### config.mk
export PLATFORM = sky130hd
export DESIGN_NAME = dsc_device_flat
export DESIGN_NICKNAME = d
export VERILOG_FILES = /design/src/design/dsc_pkg.sv /design/src/design/dsc_if.sv /design/src/design/dsc_device.sv /design/src/flat_wrapper.sv
export VERILOG_INCLUDE_DIRS = /design/src /design/src/design
export SDC_FILE = /design/constraint.sdc
export NUM_CORES = 1
export LEC_CHECK = 0
export BUFFER_PORTS_ARGS = -buffer_cell sky130_fd_sc_hd__clkbuf_2
export CORE_UTILIZATION = 45
export DETAILED_ROUTE_END_ITERATION = 7
export PLACE_DENSITY = 0.68
export SKIP_CTS_REPAIR_TIMING = 1
export SYNTH_ARGS = -nofsm -noshare
export SYNTH_HDL_FRONTEND = slang
export SYNTH_SLANG_ARGS = --single-unit
### constraint.sdc
create_clock -name sys_clk -period 3.7 [get_ports sys_clk]
set_input_delay 0 -clock sys_clk [delete_from_list [all_inputs] [get_ports sys_clk]]
set_output_delay 0 -clock sys_clk [all_outputs]
set_load 0.02 [all_outputs]
### src/design/dsc_cfg.svh
// Purpose: constants shared by both ends of the daisy chain serial link
// Assumes: sys_clk at 125 MHz, link clock made by the controller end
// Notes:   offsets, field positions, reset values and timing counts
//
// What this block does
// - chip_select_n falling starts a new access
// - sample input on clock fall, update output on rise
// - controller ends every access by raising chip_select_n
// - accept frame only at 16 plus multiples of 8
// - bad count sets error flag, frame discarded
// - deselected: ignore clock and data, output released
// - select falling loads pending response into shifter
// - first output bit is error flag OR input
// - sleep: output stays released, no transfer
// - valid frame end: decode, write addressed register
// - controller keeps clock low at select edges
// - most significant bit first, both directions
// - controller frames carry control bits, then data
// - one shift register, sixteen clocks per device
// - chain: shift all devices' bits, then deselect
// - answer comes back in the following transfer
// - bad prefix or reserved register gives syntax frame
// - first response after reset is a special frame
`ifndef DSC_CFG_SVH
`define DSC_CFG_SVH

// ---------------------------------------------------------------
// frame layout
// ---------------------------------------------------------------
`define DSC_FRAME_BITS   5'h10
`define DSC_STEP_WRAP    5'h18
`define DSC_CMD_MSB      15
`define DSC_CMD_LSB      14
`define DSC_ADDR_MSB     13
`define DSC_ADDR_LSB     8
`define DSC_DATA_MSB     7
`define DSC_NUM_REGS     6'h08
`define DSC_CMD_WRITE    2'h2
`define DSC_CMD_READ     2'h1

// ---------------------------------------------------------------
// special response frames and reset values
// ---------------------------------------------------------------
`define DSC_RESET_RESP   16'h4000
`define DSC_TER_RESP     16'h7F00
`define DSC_SYNTAX_RESP  16'h7E00
`define DSC_REG_RESET    8'h00

// ---------------------------------------------------------------
// timing, in ns, and derived cycle counts
// ---------------------------------------------------------------
`define DSC_CLK_NS       8
`define DSC_SCLK_NS      160
`define DSC_T_LEAD_NS    1000
`define DSC_T_LAG_NS     1000
`define DSC_T_TD_NS      1250
`define DSC_HALF_CYC     (`DSC_SCLK_NS / 2 / `DSC_CLK_NS)
`define DSC_LEAD_CYC     ((`DSC_T_LEAD_NS + `DSC_CLK_NS - 1) / `DSC_CLK_NS)
`define DSC_LAG_CYC      ((`DSC_T_LAG_NS + `DSC_CLK_NS - 1) / `DSC_CLK_NS)
`define DSC_TD_CYC       ((`DSC_T_TD_NS + `DSC_CLK_NS - 1) / `DSC_CLK_NS)

`endif

### src/design/dsc_pkg.sv
// Purpose: types shared by both ends of the serial link
// Assumes: constants come from dsc_cfg.svh
// Notes:   state codes are written out
package dsc_pkg;

	typedef logic [15:0] dsc_word_t;
	typedef logic [7:0]  dsc_byte_t;
	typedef logic [5:0]  dsc_addr_t;
	typedef logic [4:0]  dsc_cnt_t;
	typedef logic [7:0]  dsc_timer_t;

	typedef enum logic [1:0] {
		DSC_D_IDLE   = 2'b00,
		DSC_D_ACTIVE = 2'b01,
		DSC_D_SLEEP  = 2'b10
	} dsc_dstate_t;

	typedef enum logic [2:0] {
		DSC_M_IDLE = 3'b000,
		DSC_M_LEAD = 3'b001,
		DSC_M_HIGH = 3'b010,
		DSC_M_LOW  = 3'b011,
		DSC_M_LAG  = 3'b100,
		DSC_M_GAP  = 3'b101
	} dsc_mstate_t;

endpackage

### src/design/dsc_if.sv
// Purpose: four-wire link between controller end and device end
// Assumes: controller drives select, clock and data in
// Notes:   serial_out_oe marks the cycles in which the device drives
`timescale 1ns/1ns
`default_nettype none
interface dsc_if;
	logic chip_select_n;
	logic serial_clk;
	logic serial_in;
	logic serial_out;
	logic serial_out_oe;

	modport device (
		input  chip_select_n,
		input  serial_clk,
		input  serial_in,
		output serial_out,
		output serial_out_oe
	);

	modport controller (
		output chip_select_n,
		output serial_clk,
		output serial_in,
		input  serial_out,
		input  serial_out_oe
	);
endinterface
`default_nettype wire

### src/design/dsc_device.sv
// Purpose: device end of the daisy chain serial link
// Assumes: link pins are asynchronous to sys_clk and are synchronised
// Notes:   link clock must stay well below sys_clk / 6 for edge finding
`timescale 1ns/1ns
`default_nettype none
`include "dsc_cfg.svh"
module dsc_device (
	// clock and reset
	input  wire logic              sys_clk,
	input  wire logic              resetn,
	// serial link
	dsc_if.device                  link,
	// mode
	input  wire logic              sleep_mode,
	// register write side
	output logic                   wr_pulse,
	output dsc_pkg::dsc_addr_t     wr_addr,
	output dsc_pkg::dsc_byte_t     wr_data,
	// status
	output logic                   ter_flag,
	output logic                   frame_err,
	output logic                   syntax_err
);
	import dsc_pkg::*;

	// ---------------------------------------------------------------
	// helpers
	// ---------------------------------------------------------------
	// modulo 8/16 step: counts to 16, then wraps 16..23
	function automatic dsc_cnt_t cnt_step(input dsc_cnt_t c);
		dsc_cnt_t n;
		n = c + 5'h01;
		if (n == `DSC_STEP_WRAP) begin
			n = `DSC_FRAME_BITS;
		end
		return n;
	endfunction

	function automatic logic cmd_legal(input dsc_word_t w);
		logic [1:0] c;
		c = w[`DSC_CMD_MSB:`DSC_CMD_LSB];
		return ((c == `DSC_CMD_WRITE) || (c == `DSC_CMD_READ)) &&
			(w[`DSC_ADDR_MSB:`DSC_ADDR_LSB] < `DSC_NUM_REGS);
	endfunction

	function automatic logic cmd_write(input dsc_word_t w);
		return w[`DSC_CMD_MSB:`DSC_CMD_LSB] == `DSC_CMD_WRITE;
	endfunction

	// ---------------------------------------------------------------
	// pin synchronisers
	// ---------------------------------------------------------------
	// stage 0 is read by stage 1 only; edges compare stages 1 and 2
	logic [2:0]  cs_q;
	logic [2:0]  sclk_q;
	logic [1:0]  sdi_q;

	always_ff @(posedge sys_clk or negedge resetn) begin
		if (!resetn) begin
			cs_q   <= 3'h7;
			sclk_q <= 3'h0;
			sdi_q  <= 2'h0;
		end else begin
			cs_q   <= {cs_q[1:0], link.chip_select_n};
			sclk_q <= {sclk_q[1:0], link.serial_clk};
			sdi_q  <= {sdi_q[0], link.serial_in};
		end
	end

	logic cs_fall;
	logic cs_rise;
	logic sclk_fall;
	logic sclk_rise;
	logic sdi_s;

	assign cs_fall   = cs_q[2] & ~cs_q[1];
	assign cs_rise   = ~cs_q[2] & cs_q[1];
	assign sclk_fall = sclk_q[2] & ~sclk_q[1];
	assign sclk_rise = ~sclk_q[2] & sclk_q[1];
	assign sdi_s     = sdi_q[1];

	// ---------------------------------------------------------------
	// access state
	// ---------------------------------------------------------------
	dsc_dstate_t dstate;

	always_ff @(posedge sys_clk or negedge resetn) begin
		if (!resetn) begin
			dstate <= DSC_D_IDLE;
		end else begin
			case (dstate)
			DSC_D_IDLE: begin
				if (cs_fall) begin
					dstate <= sleep_mode ? DSC_D_SLEEP : DSC_D_ACTIVE;
				end
			end
			DSC_D_ACTIVE, DSC_D_SLEEP: begin
				if (cs_rise) begin
					dstate <= DSC_D_IDLE;
				end
			end
			default: begin
				dstate <= DSC_D_IDLE;
			end
			endcase
		end
	end

	logic active;
	logic starting;

	assign active   = (dstate == DSC_D_ACTIVE);
	assign starting = (dstate == DSC_D_IDLE) && cs_fall && !sleep_mode;

	// ---------------------------------------------------------------
	// shift register and pulse counter
	// ---------------------------------------------------------------
	dsc_word_t shift;
	dsc_word_t resp;
	dsc_cnt_t  cnt;
	logic      transmission_error_flag;
	logic      clk_bad;

	always_ff @(posedge sys_clk or negedge resetn) begin
		if (!resetn) begin
			shift <= 16'h0000;
			cnt   <= 5'h00;
		end else if (starting) begin
			shift <= {transmission_error_flag, resp[14:0]};
			cnt   <= 5'h00;
		end else if (active && sclk_fall) begin
			shift <= {shift[14:0], sdi_s};
			cnt   <= cnt_step(cnt);
		end
	end

	// clock seen high at either select edge spoils the access
	always_ff @(posedge sys_clk or negedge resetn) begin
		if (!resetn) begin
			clk_bad <= 1'b0;
		end else if (starting) begin
			clk_bad <= sclk_q[1];
		end
	end

	// ---------------------------------------------------------------
	// serial output
	// ---------------------------------------------------------------
	// only the selected, awake device drives; a sleeper stays released
	always_ff @(posedge sys_clk or negedge resetn) begin
		if (!resetn) begin
			link.serial_out    <= 1'b0;
			link.serial_out_oe <= 1'b0;
		end else if (starting) begin
			link.serial_out    <= transmission_error_flag | sdi_s;
			link.serial_out_oe <= 1'b1;
		end else if (!active) begin
			link.serial_out    <= 1'b0;
			link.serial_out_oe <= 1'b0;
		end else if (cs_rise) begin
			link.serial_out    <= 1'b0;
			link.serial_out_oe <= 1'b0;
		end else if (sclk_rise) begin
			link.serial_out    <= shift[15];
		end
	end

	// ---------------------------------------------------------------
	// frame end check
	// ---------------------------------------------------------------
	logic frame_end;
	logic frame_ok;
	logic accept;
	logic reject;

	assign frame_end = active && cs_rise;
	assign frame_ok  = (cnt == `DSC_FRAME_BITS) && !clk_bad && !sclk_q[1];
	assign accept    = frame_end && frame_ok;
	assign reject    = frame_end && !frame_ok;

	// ---------------------------------------------------------------
	// transmission error flag
	// ---------------------------------------------------------------
	// a new fault wins over clearing the one already reported
	logic ter_told;

	always_ff @(posedge sys_clk or negedge resetn) begin
		if (!resetn) begin
			ter_told <= 1'b0;
		end else if (starting) begin
			ter_told <= transmission_error_flag;
		end
	end

	always_ff @(posedge sys_clk or negedge resetn) begin
		if (!resetn) begin
			transmission_error_flag <= 1'b0;
		end else if (reject) begin
			transmission_error_flag <= 1'b1;
		end else if (accept && ter_told) begin
			transmission_error_flag <= 1'b0;
		end
	end

	// ---------------------------------------------------------------
	// register file and pending response
	// ---------------------------------------------------------------
	dsc_byte_t regs [`DSC_NUM_REGS];
	dsc_addr_t addr;
	dsc_byte_t data;
	logic      legal;

	assign addr  = shift[`DSC_ADDR_MSB:`DSC_ADDR_LSB];
	assign data  = shift[`DSC_DATA_MSB:0];
	assign legal = cmd_legal(shift);

	always_ff @(posedge sys_clk or negedge resetn) begin
		if (!resetn) begin
			for (int i = 0; i < `DSC_NUM_REGS; i++) begin
				regs[i] <= `DSC_REG_RESET;
			end
		end else if (accept && legal && cmd_write(shift)) begin
			regs[addr[2:0]] <= data;
		end
	end

	// the answer to this frame only leaves in the next access
	always_ff @(posedge sys_clk or negedge resetn) begin
		if (!resetn) begin
			resp <= `DSC_RESET_RESP;
		end else if (reject) begin
			resp <= `DSC_TER_RESP;
		end else if (accept && !legal) begin
			resp <= `DSC_SYNTAX_RESP;
		end else if (accept && cmd_write(shift)) begin
			resp <= {2'b00, addr, data};
		end else if (accept) begin
			resp <= {2'b00, addr, regs[addr[2:0]]};
		end
	end

	// ---------------------------------------------------------------
	// user side outputs
	// ---------------------------------------------------------------
	always_ff @(posedge sys_clk or negedge resetn) begin
		if (!resetn) begin
			wr_pulse   <= 1'b0;
			wr_addr    <= 6'h00;
			wr_data    <= 8'h00;
			frame_err  <= 1'b0;
			syntax_err <= 1'b0;
			ter_flag   <= 1'b0;
		end else begin
			wr_pulse   <= accept && legal && cmd_write(shift);
			if (accept) begin
				wr_addr <= addr;
				wr_data <= data;
			end
			frame_err  <= reject;
			syntax_err <= accept && !legal;
			ter_flag   <= transmission_error_flag;
		end
	end

endmodule
`default_nettype wire

### src/flat_wrapper.sv
// flat-port wrapper written by rule: the top's interface ports become plain ports
module dsc_device_flat import dsc_pkg::*;
  (sys_clk, resetn, sleep_mode, wr_pulse, wr_addr, wr_data, ter_flag, frame_err, syntax_err, link_chip_select_n, link_serial_clk, link_serial_in, link_serial_out, link_serial_out_oe);
  dsc_if link_i ();
  input  wire logic sys_clk;
  input  wire logic resetn;
  input  wire logic sleep_mode;
  output logic wr_pulse;
  output dsc_pkg::dsc_addr_t wr_addr;
  output dsc_pkg::dsc_byte_t wr_data;
  output logic ter_flag;
  output logic frame_err;
  output logic syntax_err;
  input wire logic [$bits(link_i.chip_select_n)-1:0] link_chip_select_n;
  input wire logic [$bits(link_i.serial_clk)-1:0] link_serial_clk;
  input wire logic [$bits(link_i.serial_in)-1:0] link_serial_in;
  output wire logic [$bits(link_i.serial_out)-1:0] link_serial_out;
  output wire logic [$bits(link_i.serial_out_oe)-1:0] link_serial_out_oe;
  assign link_i.chip_select_n = link_chip_select_n;
  assign link_i.serial_clk = link_serial_clk;
  assign link_i.serial_in = link_serial_in;
  assign link_serial_out = link_i.serial_out;
  assign link_serial_out_oe = link_i.serial_out_oe;
  dsc_device u_core (.sys_clk(sys_clk), .resetn(resetn), .link(link_i), .sleep_mode(sleep_mode), .wr_pulse(wr_pulse), .wr_addr(wr_addr), .wr_data(wr_data), .ter_flag(ter_flag), .frame_err(frame_err), .syntax_err(syntax_err));
endmodule
==> results of run 1 <==
==> power groups by stage <==
stage          Clock [mW]  Sequential [mW]  Combinational (mW)
2_1_floorplan           0             1.74               0.713
3_3_place_gp            0             1.86               0.885
5_1_grt              1.82             1.87                1.00
4_1_cts              1.75             1.84               0.919
3_5_place_dp            0             1.87               0.911
6_report             1.72             1.84               0.917
==> area by class of cell <==
class	count	share of cell area [%]
Sequential cell	133	48.1
Multi-Input combinational cell	292	36.2
Clock buffer	20	6.59
Timing Repair Buffer	38	3.43
Tap cell	172	3.10
Clock inverter	12	2.22
Inverter	7	0.379
==> flip-flops by register name, indices dropped and copies added, names as in the netlist, 2 cells and up <==
name	cells
u_core.dstate	2
u_core.sdi_q	2
u_core.sclk_q	3
u_core.resp	15
u_core.shift	16
u_core.wr_addr	6
u_core.cs_q	3
u_core.cnt	5
u_core.wr_data	8
u_core.regs	64
==> through the flow <==
stage | util (%) | setup WS (ns) | hold WS (ns) | instance area [µm²] | cells
3_3_place_gp | 48.9 | 0.719 | 0.0980 | 6270 | 637
2_1_floorplan | - | 1.43 | -0.296 | 5990 | 463
6_report | 54.1 | 0.651 | 0.203 | 6930 | 674
5_1_grt | 54.1 | 0.478 | 0.223 | 6930 | 674
4_1_cts | 53.7 | 0.614 | -0.355 | 6880 | 669
3_5_place_dp | 48.9 | 0.634 | 0.0944 | 6270 | 637
==> layer usage <==
metal | global-route usage [%] | wire length (µm)
met4 | 9.17 | 220
met3 | 6.08 | 610
met5 | 0 | 0
met1 | 25.5 | 5570
met2 | 32.8 | 6460
==> final timing paths <==
kind / from / slack, ns / cells past startpoint / endpoint
max: u_core.dstate[1] / 0.65 / 6 / u_core.regs[52]
min: resetn / 0.20 / 2 / u_core.resp[2]
max reg2reg: u_core.dstate[1] / 0.65 / 6 / u_core.regs[52]
min reg2reg: u_core.sclk_q[0] / 0.35 / 0 / u_core.sclk_q[1]
max in group asynchronous: resetn / 2.51 / 3 / u_core.resp[14]
min in group sys_clk: link_chip_select_n / 0.23 / 2 / u_core.cs_q[0]
==> cells in the mapped netlist, types with 3 or more instances <==
cell / count / share of area (%)
sky130_fd_sc_hd__mux2_2: 71 / 13
sky130_fd_sc_hd__dfstp_2: 4 / 1.8
sky130_fd_sc_hd__nand2_1: 42 / 2.6
sky130_fd_sc_hd__dfrtp_1: 129 / 54
sky130_fd_sc_hd__buf_1: 3 / 0.19
sky130_fd_sc_hd__nand2b_1: 5 / 0.52
sky130_fd_sc_hd__a31oi_1: 6 / 0.63
sky130_fd_sc_hd__ha_1: 5 / 1.0
sky130_fd_sc_hd__a22oi_1: 6 / 0.75
sky130_fd_sc_hd__and3_1: 3 / 0.31
sky130_fd_sc_hd__clkbuf_1: 16 / 1.0
sky130_fd_sc_hd__o31ai_1: 9 / 1.1
sky130_fd_sc_hd__mux4_2: 6 / 2.3
sky130_fd_sc_hd__nor2_1: 14 / 0.88
sky130_fd_sc_hd__nand3b_1: 4 / 0.50
sky130_fd_sc_hd__o21a_1: 4 / 0.50
sky130_fd_sc_hd__a21oi_1: 5 / 0.42
sky130_fd_sc_hd__mux2_4: 8 / 2.0
sky130_fd_sc_hd__buf_2: 10 / 0.83
sky130_fd_sc_hd__o21ai_0: 20 / 1.7
sky130_fd_sc_hd__inv_1: 7 / 0.44
sky130_fd_sc_hd__a2bb2oi_1: 4 / 0.58
sky130_fd_sc_hd__mux2i_1: 29 / 4.8
sky130_fd_sc_hd__nor3_4: 4 / 1.1
sky130_fd_sc_hd__nor2b_1: 13 / 1.4
sky130_fd_sc_hd__a221oi_1: 3 / 0.44
sky130_fd_sc_hd__nand3_1: 5 / 0.42
==> kinds of logic (layout without fill, tap and decap cells) <==
family	count (synthesis)	count (layout)	share of synthesized area, %
mux	115	115	22.6
compound gates	63	63	6.97
flops	133	133	55.6
fa+ha+maj	5	5	1.04
xor+xnor	2	2	0.292
simple gates	107	107	10.7
buf+inv	38	77	2.78
==> worst register-to-register path: stages (launching register included) <==
cell	delay, ns
sky130_fd_sc_hd__dfrtp_1	0.37
sky130_fd_sc_hd__inv_1	0.08
sky130_fd_sc_hd__ha_1	0.29
sky130_fd_sc_hd__and3b_1	0.43
sky130_fd_sc_hd__nand4_2	0.53
sky130_fd_sc_hd__nor4_4	0.82
sky130_fd_sc_hd__mux2_2	0.42
==> placed cells by master (no fill, tap or decap), drive strengths merged, types with 5 or more instances in the layout <==
master and n:
dfrtp 129, mux2 80, clkbuf 44, nand2 42
mux2i 29, o21ai 20, nor2 14, nor2b 13
o31ai 9, buf 9, inv 7, a22oi 6
a31oi 6, mux4 6, clkinv 6, nand2b 5
nand3 5, a21oi 5, ha 5, dlygate4sd3 5
==> out/qor.csv, run 1 <==
metric;value;unit
drc;0;
run_status;completed;
clock_power_share;38.3;%
skew;0.00733;ns
design.portCount;26;
numCtsBuffers;17;
vias_per_cell;5.59;
fp-row-count;41;
antenna_violations_before_repair;0;
seq_area;3330;µm²
worst_path_buf_inv;1;
intPower;3.07;mW
grt_first_pass_wirelength;21300;µm
postSynth.asyncResetShare;100;%
multiInputGateArea;2510;µm²
rel_slew_slack;30.7;%
detail_route.iter0.violations;197;
detail_route.wirelength;12900;µm
worst-path-max-fanout;11;
detailedPlacementHpwl;8440;µm
worst-slew-pin-transition;1.04;ns
drv_slew;0;
number_of_sinks_driven_by_the_clock_tree;133;
power_frac_comb;20.5;%
powerDensity;646;nW/µm²
vias_in_the_first_global_route;4047;
worstSkewPairLatency;0.42;ns
final_min_period_over_clock_period;82.4;%
post_layout_power;4.48;mW
drt_pre_antenna_iters;4;
post_synth_instance_area;5990;µm²
synth_cells;463;
rsz0062_at_grt;false;
leakage;3.32;nW
timing.critical_path.slowest_stage_cell;sky130_fd_sc_hd__nor4_4;
number_of_synthesized_flops_with_an_enable_pin;0;
critical_path.top_delay_family;simple AND/OR/NAND/NOR gates;
start_util;46.7;%
timing.critical_path.to_type;flop;
mean_syn_cell_area;12.9;µm²
max_freq;328;MHz
synth_seq_cells;133;
layout.nets;500;
synth_cell_types;49;
numPortBuffers;25;
synth.yosys.warnings;0;
list_of_cells_traversed_by_the_critical_path;inv_1, ha_1, and3b_1, nand4_2, nor4_4, mux2_2;
global_route.overflow_total;0;
max_cap_violations;0;
grt_start_max_net_pins;65;
timing.critical_path.slowest_cell_delay;0.81;ns
global_route_usage_over_all_layers;20.5;%
fillers;1073;
setup-tns-final;0;ns
route.detailed.wl_per_inst;19.1;µm
final.min_clock_period;3.05;ns
die_h;117;µm
netSwitchingPower;1.41;mW
report.final.setup_viol;0;
clk_pin_slew_worst_paths;0.06;ns
startpoint_type;flop;
placeableCoreArea;12800;µm²
ir_drop;0.562;mV
route.antenna.remaining_nets;0;
area_delta_synth_final;15.7;%
globalplace.congestion;0.781;
worst_path_arrival;3.35;ns
swShare;31.4;%
synth.net_count;474;
post_route_cells_drive_above_1_share;32.9;%
worst-endpoint-required;4.00;ns
antenna_cells;0;
finalHoldViolations;0;
die_width;117;µm
tritoncts;done;
synth_sequential_area_ratio;55.6;%
timing.hold.worst.class;primary input to asynchronous set/reset pin;
criticalPathCategory;flop to flop;
share_seq_of_total_power;41.2;%
htreeDepth;4;
bufs_on_longest_clock_path;2;
floorplan.die_area;13800;µm²
vias;3768;
synth_flop_cell;sky130_fd_sc_hd__dfrtp_1;
cts-root-buf;sky130_fd_sc_hd__clkbuf_16;
No activity file was read; power rests on OpenSTA's default activity.
==> run 2: changes to the inputs <==
--- a/config.mk
+++ b/config.mk
@@ -9,7 +9,7 @@
 export BUFFER_PORTS_ARGS = -buffer_cell sky130_fd_sc_hd__clkbuf_2
 export CORE_UTILIZATION = 45
 export DETAILED_ROUTE_END_ITERATION = 7
-export PLACE_DENSITY = 0.68
+export PLACE_DENSITY = 0.71
 export SKIP_CTS_REPAIR_TIMING = 1
 export SYNTH_ARGS = -nofsm -noshare
 export SYNTH_HDL_FRONTEND = slang
==> constraint.sdc (replaced) <==
create_clock -name sys_clk -period 2.7 [get_ports sys_clk]
set_input_delay 0 -clock sys_clk [delete_from_list [all_inputs] [get_ports sys_clk]]
set_output_delay 0 -clock sys_clk [all_outputs]
set_load 0.02 [all_outputs]
==> out/qor.csv, run 2 (synthesis results as in run 1) <==
metric;value;unit
antenna_cells;0;
tritoncts;done;
die_h;117;µm
worst-slew-pin-transition;0.683;ns
worst-path-max-fanout;8;
hold_ws;0.154;ns
numCtsBuffers;17;
cts-root-buf;sky130_fd_sc_hd__clkbuf_16;
grt_start_max_net_pins;75;
floorplan.die_area;13800;µm²
largestRegisters;u_core.regs (64), u_core.shift (16), u_core.resp (15);
detailedPlacementHpwl;8550;µm
die_width;117;µm
criticalPathCategory;flop to flop;
max_cap_violations;0;
most_common_library_cell_in_the_layout_ignoring_fill_and_taps;sky130_fd_sc_hd__dfrtp_1;
critical_path.most_common_cell;sky130_fd_sc_hd__nor4_4;
rsz0062_at_grt;false;
route.antenna.remaining_nets;0;
finalHoldViolations;0;
bufs_on_longest_clock_path;2;
skew;0.0124;ns
grt_first_pass_wirelength;21700;µm
number_of_sinks_driven_by_the_clock_tree;133;
route.detailed.wl_per_inst;18.9;µm
global_route_usage_over_all_layers;20.6;%
timing.rr.start;u_core.shift[14];
start_util;46.7;%
drc;0;
final_min_period_over_clock_period;93.5;%
design.portCount;26;
global_route.overflow_total;0;
htreeDepth;4;
area_delta_synth_final;17.0;%
run_status;completed;
vias_per_cell;5.62;
clk_pin_slew_worst_paths;0.06;ns
layout.nets;511;
detail_route.wirelength;12900;µm
drv_slew;0;
largest-register;u_core.regs;
post_route_cells_drive_above_1_share;33.3;%
cp-startpoint;u_core.shift[14];
globalplace.congestion;0.805;
timing.critical_path.to_type;flop;
vias_in_the_first_global_route;3988;
report.final.setup_viol;0;
setup-tns-final;0;ns
vias;3853;
worst-endpoint-required;2.99;ns
worst_path_arrival;2.82;ns
largest_register_ffs;64;
max_freq;396;MHz
ir_drop;0.480;mV
drt_pre_antenna_iters;5;
final_cell_mix;sky130_fd_sc_hd__dfrtp_1, sky130_fd_sc_hd__mux2_2, sky130_fd_sc_hd__nand2_1;
final.min_clock_period;2.52;ns
timing.hold.worst.class;primary input to asynchronous set/reset pin;
detail_route.iter0.violations;296;
worstSkewPairLatency;0.42;ns
timing.critical_path.slowest_stage_cell;sky130_fd_sc_hd__nor4_4;
numPortBuffers;25;
fp-row-count;41;
startpoint_type;flop;
rel_slew_slack;54.1;%
placeableCoreArea;12800;µm²
antenna_violations_before_repair;0;
powerDensity;873;nW/µm²
leakage;3.38;nW
timing.critical_path.slowest_cell_delay;0.65;ns
list_of_cells_traversed_by_the_critical_path;inv_1, ha_1, nor4_4, nand4_2, nor4_4, mux2_2;
## run 2: cell count changes in the layout (fill, tap and decap cells not counted), sizes merged
cell,delta
clkbuf,+9
clkinvlp,-2
buf,+11
bufinv,-1
clkinv,-6
## run 2: final timing paths
path	slack [ns]	cells past startpoint	endpoint
worst max-delay path	0.18	6	u_core.regs[51]
min in group sys_clk	0.24	2	u_core.sclk_q[0]
worst max register to register	0.18	6	u_core.regs[51]
worst min register to register	0.35	0	u_core.sclk_q[1]
max in group asynchronous	1.51	4	u_core.regs[45]
worst min-delay path	0.15	2	u_core.sclk_q[2]
## run 2: critical path: cells and delay by family (launching register included)
kind / cells / cell delay, ns
buffers and inverters: 1 / 0.09
AND/OR/NAND/NOR: 3 / 1.28
adder cells (fa/ha/maj): 1 / 0.26
flip-flops: 1 / 0.36
multiplexers: 1 / 0.41
## run 2: routing by layer
layer / share of wire [%] / vias to the layer above / routed length [µm] / global-route usage [%]
met4: 1.6 / 0 / 211 / 7.87
met5: 0 / - / 0 / 0
met1: 44 / 2015 / 5720 / 26.7
li1: - / 1733 / - / -
met2: 51 / 84 / 6570 / 33.8
met3: 3.5 / 21 / 448 / 4.38
## run 2: layout make-up
type	instances	area, µm²
clock buffer	29	531
timing repair buffer	49	333
clock inverter	3	67.6
tap	172	215
fill	1069	5810
inverter	7	26.3
multi-input combinational	292	2510
sequential	133	3330
## run 2: power breakdown
group	switching, mW	total [mW]	internal [mW]
logic	0.745	1.29	0.548
clock network	0.791	2.30	1.51
registers	0.326	2.53	2.21
total	1.86	6.13	4.26
## run 2: stage by stage
step / power [mW] / instance area, µm² / utilization (%) / setup WS (ns) / cells
2_1_floorplan: 3.37 / 5990 / - / 0.434 / 463
3_3_place_gp: 3.79 / 6370 / 49.6 / 0.230 / 648
3_5_place_dp: 3.84 / 6370 / 49.6 / 0.184 / 648
4_1_cts: 6.15 / 6970 / 54.3 / 0.158 / 680
5_1_grt: 6.40 / 7020 / 54.7 / 0.0335 / 685
6_report: 6.13 / 7020 / 54.7 / 0.176 / 685
==> run 3: changes to the inputs <==
--- a/config.mk
+++ b/config.mk
@@ -7,9 +7,10 @@
 export NUM_CORES = 1
 export LEC_CHECK = 0
 export BUFFER_PORTS_ARGS = -buffer_cell sky130_fd_sc_hd__clkbuf_2
-export CORE_UTILIZATION = 45
+export CORE_UTILIZATION = 55
 export DETAILED_ROUTE_END_ITERATION = 7
-export PLACE_DENSITY = 0.71
+export PLACE_DENSITY = 0.82
+export SETUP_SLACK_MARGIN = 0.4
 export SKIP_CTS_REPAIR_TIMING = 1
 export SYNTH_ARGS = -nofsm -noshare
 export SYNTH_HDL_FRONTEND = slang
==> out/qor.csv, run 3 (synthesis results as in run 1) <==
metric;value;unit
finalHoldViolations;0;
critical_path.top_delay_family;simple AND/OR/NAND/NOR gates;
layout.nets;525;
report.final.setup_viol;0;
number_of_sinks_driven_by_the_clock_tree;133;
design.portCount;26;
skew;0.00717;ns
placeableCoreArea;10500;µm²
vias_in_the_first_global_route;4018;
numCtsBuffers;17;
drc;0;
clk_pin_slew_worst_paths;0.06;ns
grt_start_max_net_pins;49;
max_cap_violations;0;
worst_path_arrival;2.72;ns
largestRegisters;u_core.regs (64), u_core.shift (16), u_core.resp (15);
grt_first_pass_wirelength;20900;µm
largest-register;u_core.regs;
cts-root-buf;sky130_fd_sc_hd__clkbuf_8;
final_min_period_over_clock_period;85.7;%
global_route.overflow_total;0;
bufs_on_longest_clock_path;2;
run_status;completed;
largest_register_ffs;64;
worst-path-max-fanout;8;
rsz0062_at_grt;true;
final_cells;663;
fp-row-count;37;
max_freq;432;MHz
worst-endpoint-required;3.11;ns
detailedPlacementHpwl;8300;µm
timing.critical_path.slowest_cell_delay;0.69;ns
route.detailed.wl_per_inst;20.6;µm
place_inst;612;
ir_drop;0.810;mV
antenna_violations_before_repair;0;
drt_pre_antenna_iters;5;
criticalPathCategory;flop to flop;
die_width;106;µm
global_route_usage_over_all_layers;24.6;%
worst_path_buf_inv;1;
powerDensity;888;nW/µm²
fillers;704;
post_layout_power;6.36;mW
rel_slew_slack;43.4;%
detail_route.wirelength;13700;µm
globalplace.congestion;0.824;
startpoint_type;flop;
leakage;3.46;nW
numPortBuffers;25;
post_route_cells_drive_above_1_share;36.8;%
start_util;57.3;%
most_common_library_cell_in_the_layout_ignoring_fill_and_taps;sky130_fd_sc_hd__dfrtp_1;
timing.critical_path.to_type;flop;
area_delta_synth_final;19.6;%
worst-slew-pin-transition;0.848;ns
route.antenna.remaining_nets;0;
list_of_cells_traversed_by_the_critical_path;inv_1, ha_1, and4bb_2, nand4_4, or4_4, mux2_4;
drv_slew;0;
vias;3997;
htreeDepth;4;
floorplan.die_area;11300;µm²
vias_per_cell;6.03;
die_h;106;µm
final_cell_mix;sky130_fd_sc_hd__dfrtp_1, sky130_fd_sc_hd__mux2_2, sky130_fd_sc_hd__nand2_1;
timing.critical_path.slowest_stage_cell;sky130_fd_sc_hd__or4_4;
final.min_clock_period;2.31;ns
setup-tns-final;0;ns
worstSkewPairLatency;0.53;ns
tritoncts;done;
detail_route.iter0.violations;358;
timing.hold.worst.class;primary input to asynchronous set/reset pin;
antenna_cells;0;
==> run 3: changes by cell type in the layout (fill, tap and decap cells not counted), moves of 3 or more <==
cell,change
sky130_fd_sc_hd__clkbuf_1,-6
sky130_fd_sc_hd__buf_6,+3
sky130_fd_sc_hd__clkinv_2,+3
sky130_fd_sc_hd__buf_4,+9
==> run 3: where the power goes <==
group	switching (mW)	internal (mW)	total, mW
clock	0.866	1.57	2.44
combinational	0.803	0.598	1.40
sequential	0.318	2.21	2.52
total	1.99	4.38	6.36
==> run 3: cell type report <==
cell class | instances | area [µm²] | share of cell area, %
inverters | 7 | 26.3 | 0.367
clock buffers | 20 | 455 | 6.35
multi-input cells | 292 | 2530 | 35.3
well taps | 136 | 170 | 2.37
flip-flops and latches | 133 | 3330 | 46.5
clock inverters | 12 | 175 | 2.44
repair buffers | 63 | 474 | 6.62
==> run 3: path summary, 6_finish.rpt <==
kind / slack, ns / depth (start not counted) / startpoint / endpoint
worst min-delay path: 0.04 / 2 / resetn / u_core.shift[2]
worst max register to register: 0.39 / 6 / u_core.cnt[0] / u_core.regs[57]
min in group sys_clk: 0.10 / 2 / link_chip_select_n / u_core.cs_q[0]
worst max-delay path: 0.39 / 6 / u_core.cnt[0] / u_core.regs[57]
worst min register to register: 0.36 / 0 / u_core.cs_q[0] / u_core.cs_q[1]
max in group asynchronous: 1.91 / 3 / resetn / u_core.regs[25]
==> run 3: metrics by stage <==
stage	utilization [%]	hold WS [ns]	cell area, µm²	setup WS (ns)
after floorplan	-	-0.296	5990	0.434
after global placement	60.5	0.0513	6330	0.209
after detailed placement	60.5	0.0659	6330	0.0668
after global routing	68.5	0.0773	7170	0.351
after CTS	66.6	-0.494	6970	0.0465
final	68.5	0.0374	7170	0.387
==> run 3: worst register-to-register path: stages (launching register included) <==
cell and delay [ns]:
sky130_fd_sc_hd__dfrtp_1 0.39, sky130_fd_sc_hd__inv_1 0.10, sky130_fd_sc_hd__ha_1 0.15, sky130_fd_sc_hd__and4bb_2 0.31, sky130_fd_sc_hd__nand4_4 0.21, sky130_fd_sc_hd__or4_4 0.69
sky130_fd_sc_hd__mux2_4 0.34
==> run 3: metal layers <==
metal	track usage, %	vias up	share of wire (%)
met5	0	-	0
met4	9.72	0	2.5
met3	6.99	35	4.8
met2	38.7	133	50
met1	32.3	2079	43
li1	-	1750	-
